--- config.mk ---
export PLATFORM = sky130hd
export DESIGN_NAME = ptm_timer
export DESIGN_NICKNAME = d
export VERILOG_FILES = /design/src/logic/ptm_pkg.sv /design/src/logic/ptm_timer.sv
export SDC_FILE = /design/constraint.sdc
export NUM_CORES = 1
export LEC_CHECK = 0
export BUFFER_PORTS_ARGS = -buffer_cell sky130_fd_sc_hd__buf_2
export CAP_MARGIN = 30
export CELL_PAD_IN_SITES_DETAIL_PLACEMENT = 1
export CELL_PAD_IN_SITES_GLOBAL_PLACEMENT = 1
export CORE_MARGIN = 3
export CORE_UTILIZATION = 50
export CTS_CLUSTER_SIZE = 30
export DETAILED_ROUTE_END_ITERATION = 7
export PLACE_DENSITY_LB_ADDON = 0.1
export SLEW_MARGIN = 10
export SYNTH_ARGS = -nofsm -noshare
export SYNTH_HDL_FRONTEND = slang
export SYNTH_SLANG_ARGS = --single-unit
--- constraint.sdc ---
create_clock -name clk -period 12.7 [get_ports clk]
set_input_delay 0.635 -clock clk [delete_from_list [all_inputs] [get_ports clk]]
set_output_delay 0.635 -clock clk [all_outputs]
set_load 0.05 [all_outputs]
--- src/logic/ptm_pkg.sv ---
// Constants, field positions and carrier types of the pulse timer module.
// Assumes an 8-bit register port with eight byte registers.
package ptm_pkg;

   localparam int unsigned ADDR_W = 3;
   localparam int unsigned DATA_W = 8;
   localparam int unsigned CNT_W  = 16;

   // Register offsets
   localparam logic [2:0] TSC_OFS  = 3'h0;
   localparam logic [2:0] CNTH_OFS = 3'h1;
   localparam logic [2:0] CNTL_OFS = 3'h2;
   localparam logic [2:0] MODH_OFS = 3'h3;
   localparam logic [2:0] MODL_OFS = 3'h4;
   localparam logic [2:0] CSC_OFS  = 3'h5;
   localparam logic [2:0] CVH_OFS  = 3'h6;
   localparam logic [2:0] CVL_OFS  = 3'h7;

   // Timer status/control fields
   localparam int unsigned OVF_BIT   = 7;
   localparam int unsigned OVFIE_BIT = 6;
   localparam int unsigned CPWM_BIT  = 5;
   localparam int unsigned CSRC_HI   = 4;
   localparam int unsigned CSRC_LO   = 3;
   localparam int unsigned PRE_HI    = 2;
   localparam int unsigned PRE_LO    = 0;

   // Channel status/control fields
   localparam int unsigned CFLAG_BIT = 7;
   localparam int unsigned CIE_BIT   = 6;
   localparam int unsigned MSB_BIT   = 5;
   localparam int unsigned MSA_BIT   = 4;
   localparam int unsigned ELS_HI    = 3;
   localparam int unsigned ELS_LO    = 2;

   // Reset values and counter landmarks
   localparam logic [15:0] MOD_RST   = 16'h0000;
   localparam logic [15:0] CNT_RST   = 16'h0000;
   localparam logic [15:0] CVAL_RST  = 16'h0000;
   localparam logic [7:0]  TSC_RST   = 8'h00;
   localparam logic [7:0]  CSC_RST   = 8'h00;
   localparam logic [15:0] FREE_TOP  = 16'hFFFF;
   localparam logic [15:0] FREE_PRE  = 16'hFFFE;
   localparam logic [6:0]  PRE_RST   = 7'h00;

   typedef enum logic [1:0] {
      CS_NONE  = 2'h0,
      CS_BUS   = 2'h1,
      CS_FIXED = 2'h2,
      CS_EXT   = 2'h3
   } ptm_csrc_t;

   typedef enum logic [3:0] {
      MODE_CAPT = 4'b0001,
      MODE_COMP = 4'b0010,
      MODE_EPWM = 4'b0100,
      MODE_CPWM = 4'b1000
   } ptm_mode_t;

   typedef enum logic [1:0] {
      ELS_OFF  = 2'h0,
      ELS_RISE = 2'h1,
      ELS_FALL = 2'h2,
      ELS_BOTH = 2'h3
   } ptm_els_t;

   typedef struct packed {
      logic [ADDR_W-1:0] addr;
      logic [DATA_W-1:0] wData;
      logic              wr;
      logic              rd;
   } ptm_bus_t;

endpackage

--- src/logic/ptm_timer.sv ---
// Pulse timer module: 16-bit counter with coherent modulo, one channel.
// Assumes a register master per ptm_bus_t, inputs synchronous to clk.
//
// Summary of operation
// - Counter at modulo wraps to zero outside center mode, sets overflow
// - Half-written modulo suppresses overflow flag and interrupt
// - Reset clears modulo, counter runs free
// - No clock: modulo updates on second byte
// - Clocked: buffered modulo loads at modulo-1 to modulo
// - Free running: buffered modulo loads at FFFE to FFFF
// - Status/control write resets modulo byte latching
// - Debug halt freezes modulo latch state; status/control write still resets it
// - Debug halt: modulo writes go straight through
// - Capture edge sets channel event flag
// - Compare or PWM match sets channel flag
// - PWM at 0% or 100% sets no flag
// - Flag with enable requests channel interrupt
// - Read-then-write-zero clears flag; new event wins
// - Writing one ignored; reset clears flag
// - Mode-select-B without center mode gives edge PWM
// - Mode-select-A picks capture or compare
// - Edge/level field sets edge, match level, polarity
// - Edge/level zero releases pin, flag still works outside capture mode
// - Clock select: none, bus, fixed, external
// - Edge/level decode for capture and compare
//
// Design decisions made here: the register addresses and the plain strobed port.
`timescale 1ns/10ps
module ptm_timer
(
   input  wire logic            clk,         // Bus clock, 40 MHz
   input  wire logic            srst,        // Synchronous reset, active high
   input  wire ptm_pkg::ptm_bus_t busReq,    // Register port request
   output logic [7:0]           rdData,      // Read data, cycle after read strobe
   input  wire logic            debugHalt,   // Debug halt state active
   input  wire logic            fixedTick,   // Fixed-frequency clock enable pulse
   input  wire logic            extTick,     // External clock enable pulse
   input  wire logic            chanIn,      // Channel pin input level
   output logic                 chanOut,     // Channel pin output level
   output logic                 chanOe,      // Channel pin output enable
   output logic                 overflowIrq, // Overflow interrupt request
   output logic                 chanIrq      // Channel interrupt request
);
   import ptm_pkg::*;

   // Timer state
   logic [7:0]  tscReg, tscNext;
   logic [15:0] cntReg, cntNext;
   logic        downReg, downNext;
   logic [6:0]  preReg, preNext;
   logic        ovfArmReg, ovfArmNext;
   // Modulo coherency
   logic [15:0] modReg, modNext;
   logic [15:0] modBufReg, modBufNext;
   logic        hiWrReg, hiWrNext;
   logic        loWrReg, loWrNext;
   // Channel
   logic [7:0]  cscReg, cscNext;
   logic [15:0] cvalReg, cvalNext;
   logic        chArmReg, chArmNext;
   logic        inPrevReg;
   logic        outReg, outNext;
   logic [7:0]  rdReg, rdNext;

   logic        wrTsc, wrCnt, wrModH, wrModL, wrCsc, wrCvh, wrCvl;
   logic        rdTsc, rdCsc;
   logic        srcTick, tick, ovfEvent, modInhibit, modLoad;
   logic        chEvent, match, pwmExtreme;
   logic [6:0]  preMask;
   logic [15:0] topVal;
   ptm_csrc_t   csrc;
   ptm_mode_t   mode;
   ptm_els_t    els;

   // Address decode
   always_comb
   begin
      wrTsc  = 1'b0;
      wrCnt  = 1'b0;
      wrModH = 1'b0;
      wrModL = 1'b0;
      wrCsc  = 1'b0;
      wrCvh  = 1'b0;
      wrCvl  = 1'b0;
      if (busReq.wr)
      begin
         if (busReq.addr == TSC_OFS)
            wrTsc = 1'b1;
         else if (busReq.addr == CNTH_OFS || busReq.addr == CNTL_OFS)
            wrCnt = 1'b1;
         else if (busReq.addr == MODH_OFS)
            wrModH = 1'b1;
         else if (busReq.addr == MODL_OFS)
            wrModL = 1'b1;
         else if (busReq.addr == CSC_OFS)
            wrCsc = 1'b1;
         else if (busReq.addr == CVH_OFS)
            wrCvh = 1'b1;
         else
            wrCvl = 1'b1;
      end
      rdTsc = busReq.rd && (busReq.addr == TSC_OFS);
      rdCsc = busReq.rd && (busReq.addr == CSC_OFS);
   end

   // Clock source and prescaler
   always_comb
   begin
      csrc = ptm_csrc_t'(tscReg[CSRC_HI:CSRC_LO]);
      case (csrc)
         CS_NONE:  srcTick = 1'b0;
         CS_BUS:   srcTick = 1'b1;
         CS_FIXED: srcTick = fixedTick;
         default:  srcTick = extTick;
      endcase
      preMask = 7'(8'h7F >> (3'h7 - tscReg[PRE_HI:PRE_LO]));
      // Counter frozen in debug halt
      tick    = srcTick && !debugHalt && ((preReg & preMask) == preMask);
      preNext = preReg;
      if (srcTick && !debugHalt)
         preNext = (preReg & preMask) == preMask ? PRE_RST : preReg + 7'h01;
      if (wrCnt)
         preNext = PRE_RST;
   end

   // Counter
   always_comb
   begin
      topVal   = (modReg == MOD_RST) ? FREE_TOP : modReg;
      cntNext  = cntReg;
      downNext = downReg;
      ovfEvent = 1'b0;
      if (tick)
      begin
         if (!tscReg[CPWM_BIT])
         begin
            // Also wraps at FFFF when modulo is set below the count
            if (cntReg == topVal || cntReg == FREE_TOP)
            begin
               cntNext  = CNT_RST;
               ovfEvent = 1'b1;
            end
            else
               cntNext = cntReg + 16'h0001;
         end
         else if (!downReg)
         begin
            if (cntReg >= topVal)
            begin
               cntNext  = cntReg - 16'h0001;
               downNext = 1'b1;
               ovfEvent = 1'b1;
            end
            else
               cntNext = cntReg + 16'h0001;
         end
         else if (cntReg == CNT_RST)
         begin
            cntNext  = cntReg + 16'h0001;
            downNext = 1'b0;
         end
         else
            cntNext = cntReg - 16'h0001;
      end
      if (wrCnt)
      begin
         cntNext  = CNT_RST;
         downNext = 1'b0;
      end
   end

   // Modulo double buffer
   always_comb
   begin
      modNext    = modReg;
      modBufNext = modBufReg;
      hiWrNext   = hiWrReg;
      loWrNext   = loWrReg;
      // Overflow held off between the two byte writes
      modInhibit = hiWrReg ^ loWrReg;
      // Pending value loads as the count steps into the top
      modLoad    = hiWrReg && loWrReg && tick && !downReg
                   && (cntReg == topVal - 16'h0001);
      if (modLoad)
      begin
         modNext  = modBufReg;
         hiWrNext = 1'b0;
         loWrNext = 1'b0;
      end
      if (debugHalt)
      begin
         // Latch flags untouched, bytes go straight to the active value
         if (wrModH)
            modNext[15:8] = busReq.wData;
         if (wrModL)
            modNext[7:0] = busReq.wData;
      end
      else
      begin
         if (wrModH)
         begin
            modBufNext[15:8] = busReq.wData;
            hiWrNext         = 1'b1;
         end
         if (wrModL)
         begin
            modBufNext[7:0] = busReq.wData;
            loWrNext        = 1'b1;
         end
         if (csrc == CS_NONE && hiWrNext && loWrNext)
         begin
            modNext  = modBufNext;
            hiWrNext = 1'b0;
            loWrNext = 1'b0;
         end
      end
      if (wrTsc)
      begin
         hiWrNext = 1'b0;
         loWrNext = 1'b0;
      end
   end

   // Timer status/control and overflow flag
   always_comb
   begin
      tscNext    = tscReg;
      ovfArmNext = ovfArmReg;
      if (rdTsc && tscReg[OVF_BIT])
         ovfArmNext = 1'b1;
      if (wrTsc)
      begin
         tscNext[6:0] = busReq.wData[6:0];
         if (ovfArmReg && !busReq.wData[OVF_BIT])
            tscNext[OVF_BIT] = 1'b0;
         ovfArmNext = 1'b0;
      end
      // A new overflow wins over a clear in the same cycle
      if (ovfEvent && !modInhibit)
      begin
         tscNext[OVF_BIT] = 1'b1;
         ovfArmNext       = 1'b0;
      end
   end

   // Channel mode decode
   always_comb
   begin
      els = ptm_els_t'(cscReg[ELS_HI:ELS_LO]);
      if (tscReg[CPWM_BIT])
         mode = MODE_CPWM;
      else if (cscReg[MSB_BIT])
         mode = MODE_EPWM;
      else if (cscReg[MSA_BIT])
         mode = MODE_COMP;
      else
         mode = MODE_CAPT;
      match      = tick && (cntNext == cvalReg);
      pwmExtreme = (cvalReg == CVAL_RST) || (cvalReg > topVal);
   end

   // Channel event, flag, value and pin
   always_comb
   begin
      cscNext   = cscReg;
      cvalNext  = cvalReg;
      chArmNext = chArmReg;
      outNext   = outReg;
      chEvent   = 1'b0;
      case (mode)
         MODE_CAPT:
         begin
            // Capture is on synchronous input levels
            if (((els == ELS_RISE || els == ELS_BOTH) && chanIn && !inPrevReg)
                || ((els == ELS_FALL || els == ELS_BOTH) && !chanIn && inPrevReg))
            begin
               chEvent  = 1'b1;
               cvalNext = cntReg;
            end
         end
         MODE_COMP:
         begin
            if (match)
            begin
               chEvent = 1'b1;
               case (els)
                  ELS_RISE: outNext = !outReg;
                  ELS_FALL: outNext = 1'b0;
                  ELS_BOTH: outNext = 1'b1;
                  default:  outNext = outReg;
               endcase
            end
         end
         MODE_EPWM:
         begin
            if (ovfEvent)
               outNext = (cvalReg == CVAL_RST) ? els[0] : !els[0];
            else if (match)
               outNext = els[0];
            chEvent = match && !pwmExtreme;
         end
         default:
         begin
            if (match)
               outNext = downNext ? !els[0] : els[0];
            chEvent = match && !pwmExtreme;
         end
      endcase
      if (rdCsc && cscReg[CFLAG_BIT])
         chArmNext = 1'b1;
      if (wrCsc)
      begin
         cscNext[6:0] = busReq.wData[6:0];
         // Writing one leaves the flag alone
         if (chArmReg && !busReq.wData[CFLAG_BIT])
            cscNext[CFLAG_BIT] = 1'b0;
         chArmNext = 1'b0;
      end
      if (chEvent)
      begin
         cscNext[CFLAG_BIT] = 1'b1;
         chArmNext          = 1'b0;
      end
      // Value writes ignored while capturing
      if (mode != MODE_CAPT)
      begin
         if (wrCvh)
            cvalNext[15:8] = busReq.wData;
         if (wrCvl)
            cvalNext[7:0] = busReq.wData;
      end
   end

   // Read mux, data stands one cycle after the strobe
   always_comb
   begin
      rdNext = 8'h00;
      if (busReq.rd)
      begin
         if (busReq.addr == TSC_OFS)
            rdNext = tscReg;
         else if (busReq.addr == CNTH_OFS)
            rdNext = cntReg[15:8];
         else if (busReq.addr == CNTL_OFS)
            rdNext = cntReg[7:0];
         else if (busReq.addr == MODH_OFS)
            rdNext = modReg[15:8];
         else if (busReq.addr == MODL_OFS)
            rdNext = modReg[7:0];
         else if (busReq.addr == CSC_OFS)
            rdNext = cscReg;
         else if (busReq.addr == CVH_OFS)
            rdNext = cvalReg[15:8];
         else
            rdNext = cvalReg[7:0];
      end
   end

   always_ff @(posedge clk)
   begin
      if (srst)
      begin
         tscReg    <= TSC_RST;
         cntReg    <= CNT_RST;
         downReg   <= 1'b0;
         preReg    <= PRE_RST;
         ovfArmReg <= 1'b0;
         modReg    <= MOD_RST;
         modBufReg <= MOD_RST;
         hiWrReg   <= 1'b0;
         loWrReg   <= 1'b0;
         cscReg    <= CSC_RST;
         cvalReg   <= CVAL_RST;
         chArmReg  <= 1'b0;
         inPrevReg <= 1'b0;
         outReg    <= 1'b0;
         rdReg     <= 8'h00;
      end
      else
      begin
         tscReg    <= tscNext;
         cntReg    <= cntNext;
         downReg   <= downNext;
         preReg    <= preNext;
         ovfArmReg <= ovfArmNext;
         modReg    <= modNext;
         modBufReg <= modBufNext;
         hiWrReg   <= hiWrNext;
         loWrReg   <= loWrNext;
         cscReg    <= cscNext;
         cvalReg   <= cvalNext;
         chArmReg  <= chArmNext;
         inPrevReg <= chanIn;
         outReg    <= outNext;
         rdReg     <= rdNext;
      end
   end

   assign rdData      = rdReg;
   assign chanOut     = outReg;
   // Pin released when edge/level is zero or capturing
   assign chanOe      = (els != ELS_OFF) && (mode != MODE_CAPT);
   assign overflowIrq = tscReg[OVF_BIT] && tscReg[OVFIE_BIT];
   assign chanIrq     = cscReg[CFLAG_BIT] && cscReg[CIE_BIT];

endmodule

==> summary.txt <==
Setup path
  – CP Max Fanout: 15
  – Worst endpoint required time: 12,960 ps
  – Critical Path Sink Type: register
  – Critical path launch point type: register
  – Crit path kind: reg -> reg
  – Critical path arrival: approximately 6400 ps

Clock tree
  – Num CTS Buffers: 9
  – Clock root buffer: clkbuf_16
  – Setup Fix Bufs, Post-CTS: 0
  – Clock sink count: between 100 and 150
  – Clk slew on worst S/H paths: roughly 80 ps
  – CTS tree: done
  – Hold_buf cts: 0
  – Clock latency on the worst-skew pair: 370 ps
  – Clock buffer depth: 2
  – Post-cts resize count: 0
  – H-tree depth: 3

Timing
  – Final Skew: between 10 and 15 ps
  – RSZ-0062 raised after global routing: no
  – Max Clock Freq: 162 MHz
  – Total negative setup slack: 0 ps
  – Final Max Slew Viols: 0
  – Setup Viol. Count Final: 0
  – Slew margin rel.: 0.360
  – Final period util: 0.487
  – Crit path time final: ~6200 ps
  – Actual slew at the worst max-slew pin: roughly 960 ps
  – Final Hold Fails: 0
  – Final hold slack: 483 ps

Yosys
  – Post-Syn Area per Cell: 7.22 um2
  – Main synth FF type: dfxtp_1
  – Mapped cell area: between 0.008 and 0.009 mm2
  – Number of flops mapped to enable cells by yosys: 0
  – Share of the synthesized area in the top cell type: 0.243
  – Sequential element share of the synthesized area: 0.243
  – Mapped Nets: 1,217
  – Dominant cell type by area after synthesis: dfxtp_1
  – Ys async rst share: 0
  – Synth unique cells: 77
  – Synth top cells by count: 190 x nor2_1, 117 x nand2_1, 106 x a21oi_1
  – Syn Inst Count: between 1k and 1.5k
  – Synthesized flop and latch total: a little over 100
  – Yosys warns: 0
  – Most instantiated library cell after synthesis: nor2_1
  – Main area contributors after synthesis: dfxtp_1 24%, nor2_1 8.5%, a21oi_1 6.3%

Finish
  – Post-route non-filler standard cell count: 1,365
  – Area grow syn2layout: 6.47%
  – Fillers: around 2.1k
  – Reg area: approximately 0.0020 mm2
  – Ratio of cells with drive above 1 in the final layout: 0.0905
  – Nets@finish: 1,196
  – Multi-input gate area: 0.00596 mm2
  – ANT cells: 0
  – Fin area: 0.00895 mm2

Place
  – Final RePlAce weighted congestion: 1.10
  – Number of port buffers: 30
  – Placed wire-length estimate: 27,400 um
  – Dpl cells: 1,348
  – Area after DPL: 0.00865 mm2

Global route
  – Global-route wire length before repair: 57,700 um
  – GRT Total Usage: 0.414
  – GR Util met3: 0.0791
  – Largest net degree at the start of global routing: between 70 and 80
  – Grt met2 use: 0.646
  – Initial antenna violation count: 1
  – Vias in the first global route: 9,571
  – Met1 Use GR: 0.508
  – GR Overflow Total: 0
  – Gr busiest metal: met2

Detailed routing
  – Number of remaining DRC errors: 0
  – Wirelength per Cell: 28.1 um
  – TritonRoute pass-1 iters: 5
  – Number of routed nets with antenna violations: 0
  – DRT iter0 DRCs: 1,222
  – Drt via density: 7.05
  – Routed wire length: 38,300 um
  – Via count: slightly below 10k

Die
  – Initial Util: 0.520
  – Die height: 136 um
  – Num rows: 46
  – Die Wd: 136 um
  – Core ar.: 0.0162 mm2
  – Io pins: 31
  – Die area: approximately 0.018 mm2

Power
  – Sequential Power Share: 0.426
  – Comb pwr share: 0.206
  – P_int: slightly above 500 uW
  – Pwr Density: 87.6 mW/mm2
  – Worst vdd ir: 74.2 uV
  – Tot Pwr: 784 uW
  – Clock power share: 0.368
  – P_sw: 267 uW
  – Leak: about 0.0034 uW
  – Sw Ratio: 0.341

Hold path
  – Worst min-delay path class: reg -> reg

Status
  – Outcome: complete, no violations

Job
  – MaxCap Viol Count: 0
## cells by family (layout without fill, tap and decap cells)
kind of cell	after synthesis	count (layout)	share of synthesized area
compound gates	289	289	0.214
xor+xnor	51	51	0.0531
fa+ha+maj	34	34	0.0504
buf+inv	103	87	0.0485
flops	102	102	0.243
mux	58	58	0.0882
simple gates	528	528	0.303
## metrics by stage
stage,util,setup slack [ps]
3_5_place_dp,0.535,6710
2_1_floorplan,-,7630
6_report,0.554,6520
4_1_cts,0.553,6710
3_3_place_gp,0.535,6950
5_1_grt,0.554,6180
## registers in the layout, indices dropped and copies added, names as in the netlist, 7 cells and up
name       flops
modReg        16
cscReg         8
cvalReg       16
rdData         8
preReg         7
cntReg        16
tscReg         8
modBufReg     16
## final timing paths
path	cells past startpoint	end	start	slack [ps]
worst max-delay path	17	chArmReg	modReg[10]	6520
worst min-delay path	2	modBufReg[8]	modBufReg[8]	480
worst max register to register	17	chArmReg	modReg[10]	6520
worst min register to register	2	modBufReg[8]	modBufReg[8]	480
## cell usage in the layout, fill, tap and decap left out, types with 5 or more instances in the layout
| cell | synthesis | final |
|---|---|---|
| a2111oi_0 | 5 | 5 |
| a211oi_1 | 29 | 29 |
| a21o_1 | 5 | 5 |
| a21oi_1 | 106 | 106 |
| a31oi_1 | 5 | 5 |
| and2_1 | 13 | 13 |
| and4_1 | 6 | 6 |
| buf_2 | 3 | 30 |
| buf_4 | 0 | 19 |
| clkbuf_16 | 0 | 9 |
| dfxtp_1 | 102 | 102 |
| ha_1 | 33 | 33 |
| inv_1 | 20 | 20 |
| mux2i_1 | 41 | 41 |
| mux4_2 | 12 | 12 |
| nand2_1 | 117 | 117 |
| nand2b_1 | 18 | 18 |
| nand3_1 | 31 | 31 |
| nand3b_1 | 5 | 5 |
| nand4_1 | 25 | 25 |
| nor2_1 | 190 | 189 |
| nor2b_1 | 14 | 14 |
| nor3_1 | 32 | 32 |
| nor4_1 | 38 | 38 |
| o211ai_1 | 10 | 10 |
| o21ai_0 | 74 | 74 |
| or3_1 | 8 | 8 |
| or4_1 | 7 | 7 |
| xnor2_1 | 27 | 27 |
| xor2_1 | 24 | 24 |
## cell type report
class	count	share of cell area
clock buffers	9	0.0252
clock inverters	7	0.00755
inverters	21	0.00880
multi-input cells	960	0.666
flip-flops and latches	102	0.228
well taps	216	0.0302
repair buffers	50	0.0344
## routing by layer
metal,vias to the layer above,wire length [um]
met3,198,3410
met5,-,22
met1,4632,14800
met4,2,3290
li1,4180,-
met2,607,16800
## power by group through the flow
stage / logic, uW / clock network [uW] / registers [uW]
2_1_floorplan: 113 / 0 / 337
3_3_place_gp: 152 / 0 / 340
3_5_place_dp: 156 / 0 / 341
4_1_cts: 157 / 289 / 333
5_1_grt: 175 / 304 / 334
6_report: 162 / 289 / 334
## worst max-delay path: stages (launching register included)
cell,delay [ps]
dfxtp_1,400
or4_4,560
nor4_4,300
and2_1,530
nor2_1,140
ha_1,350
nand4_1,160
nor4_1,530
nand3b_1,190
mux2i_2,460
a211o_1,550
nor2_2,210
nor3_1,420
o2111ai_1,170
or4b_1,490
nor4_1,230
nand4b_1,200
and2_1,180
No activity file was read; power rests on OpenSTA's default activity.
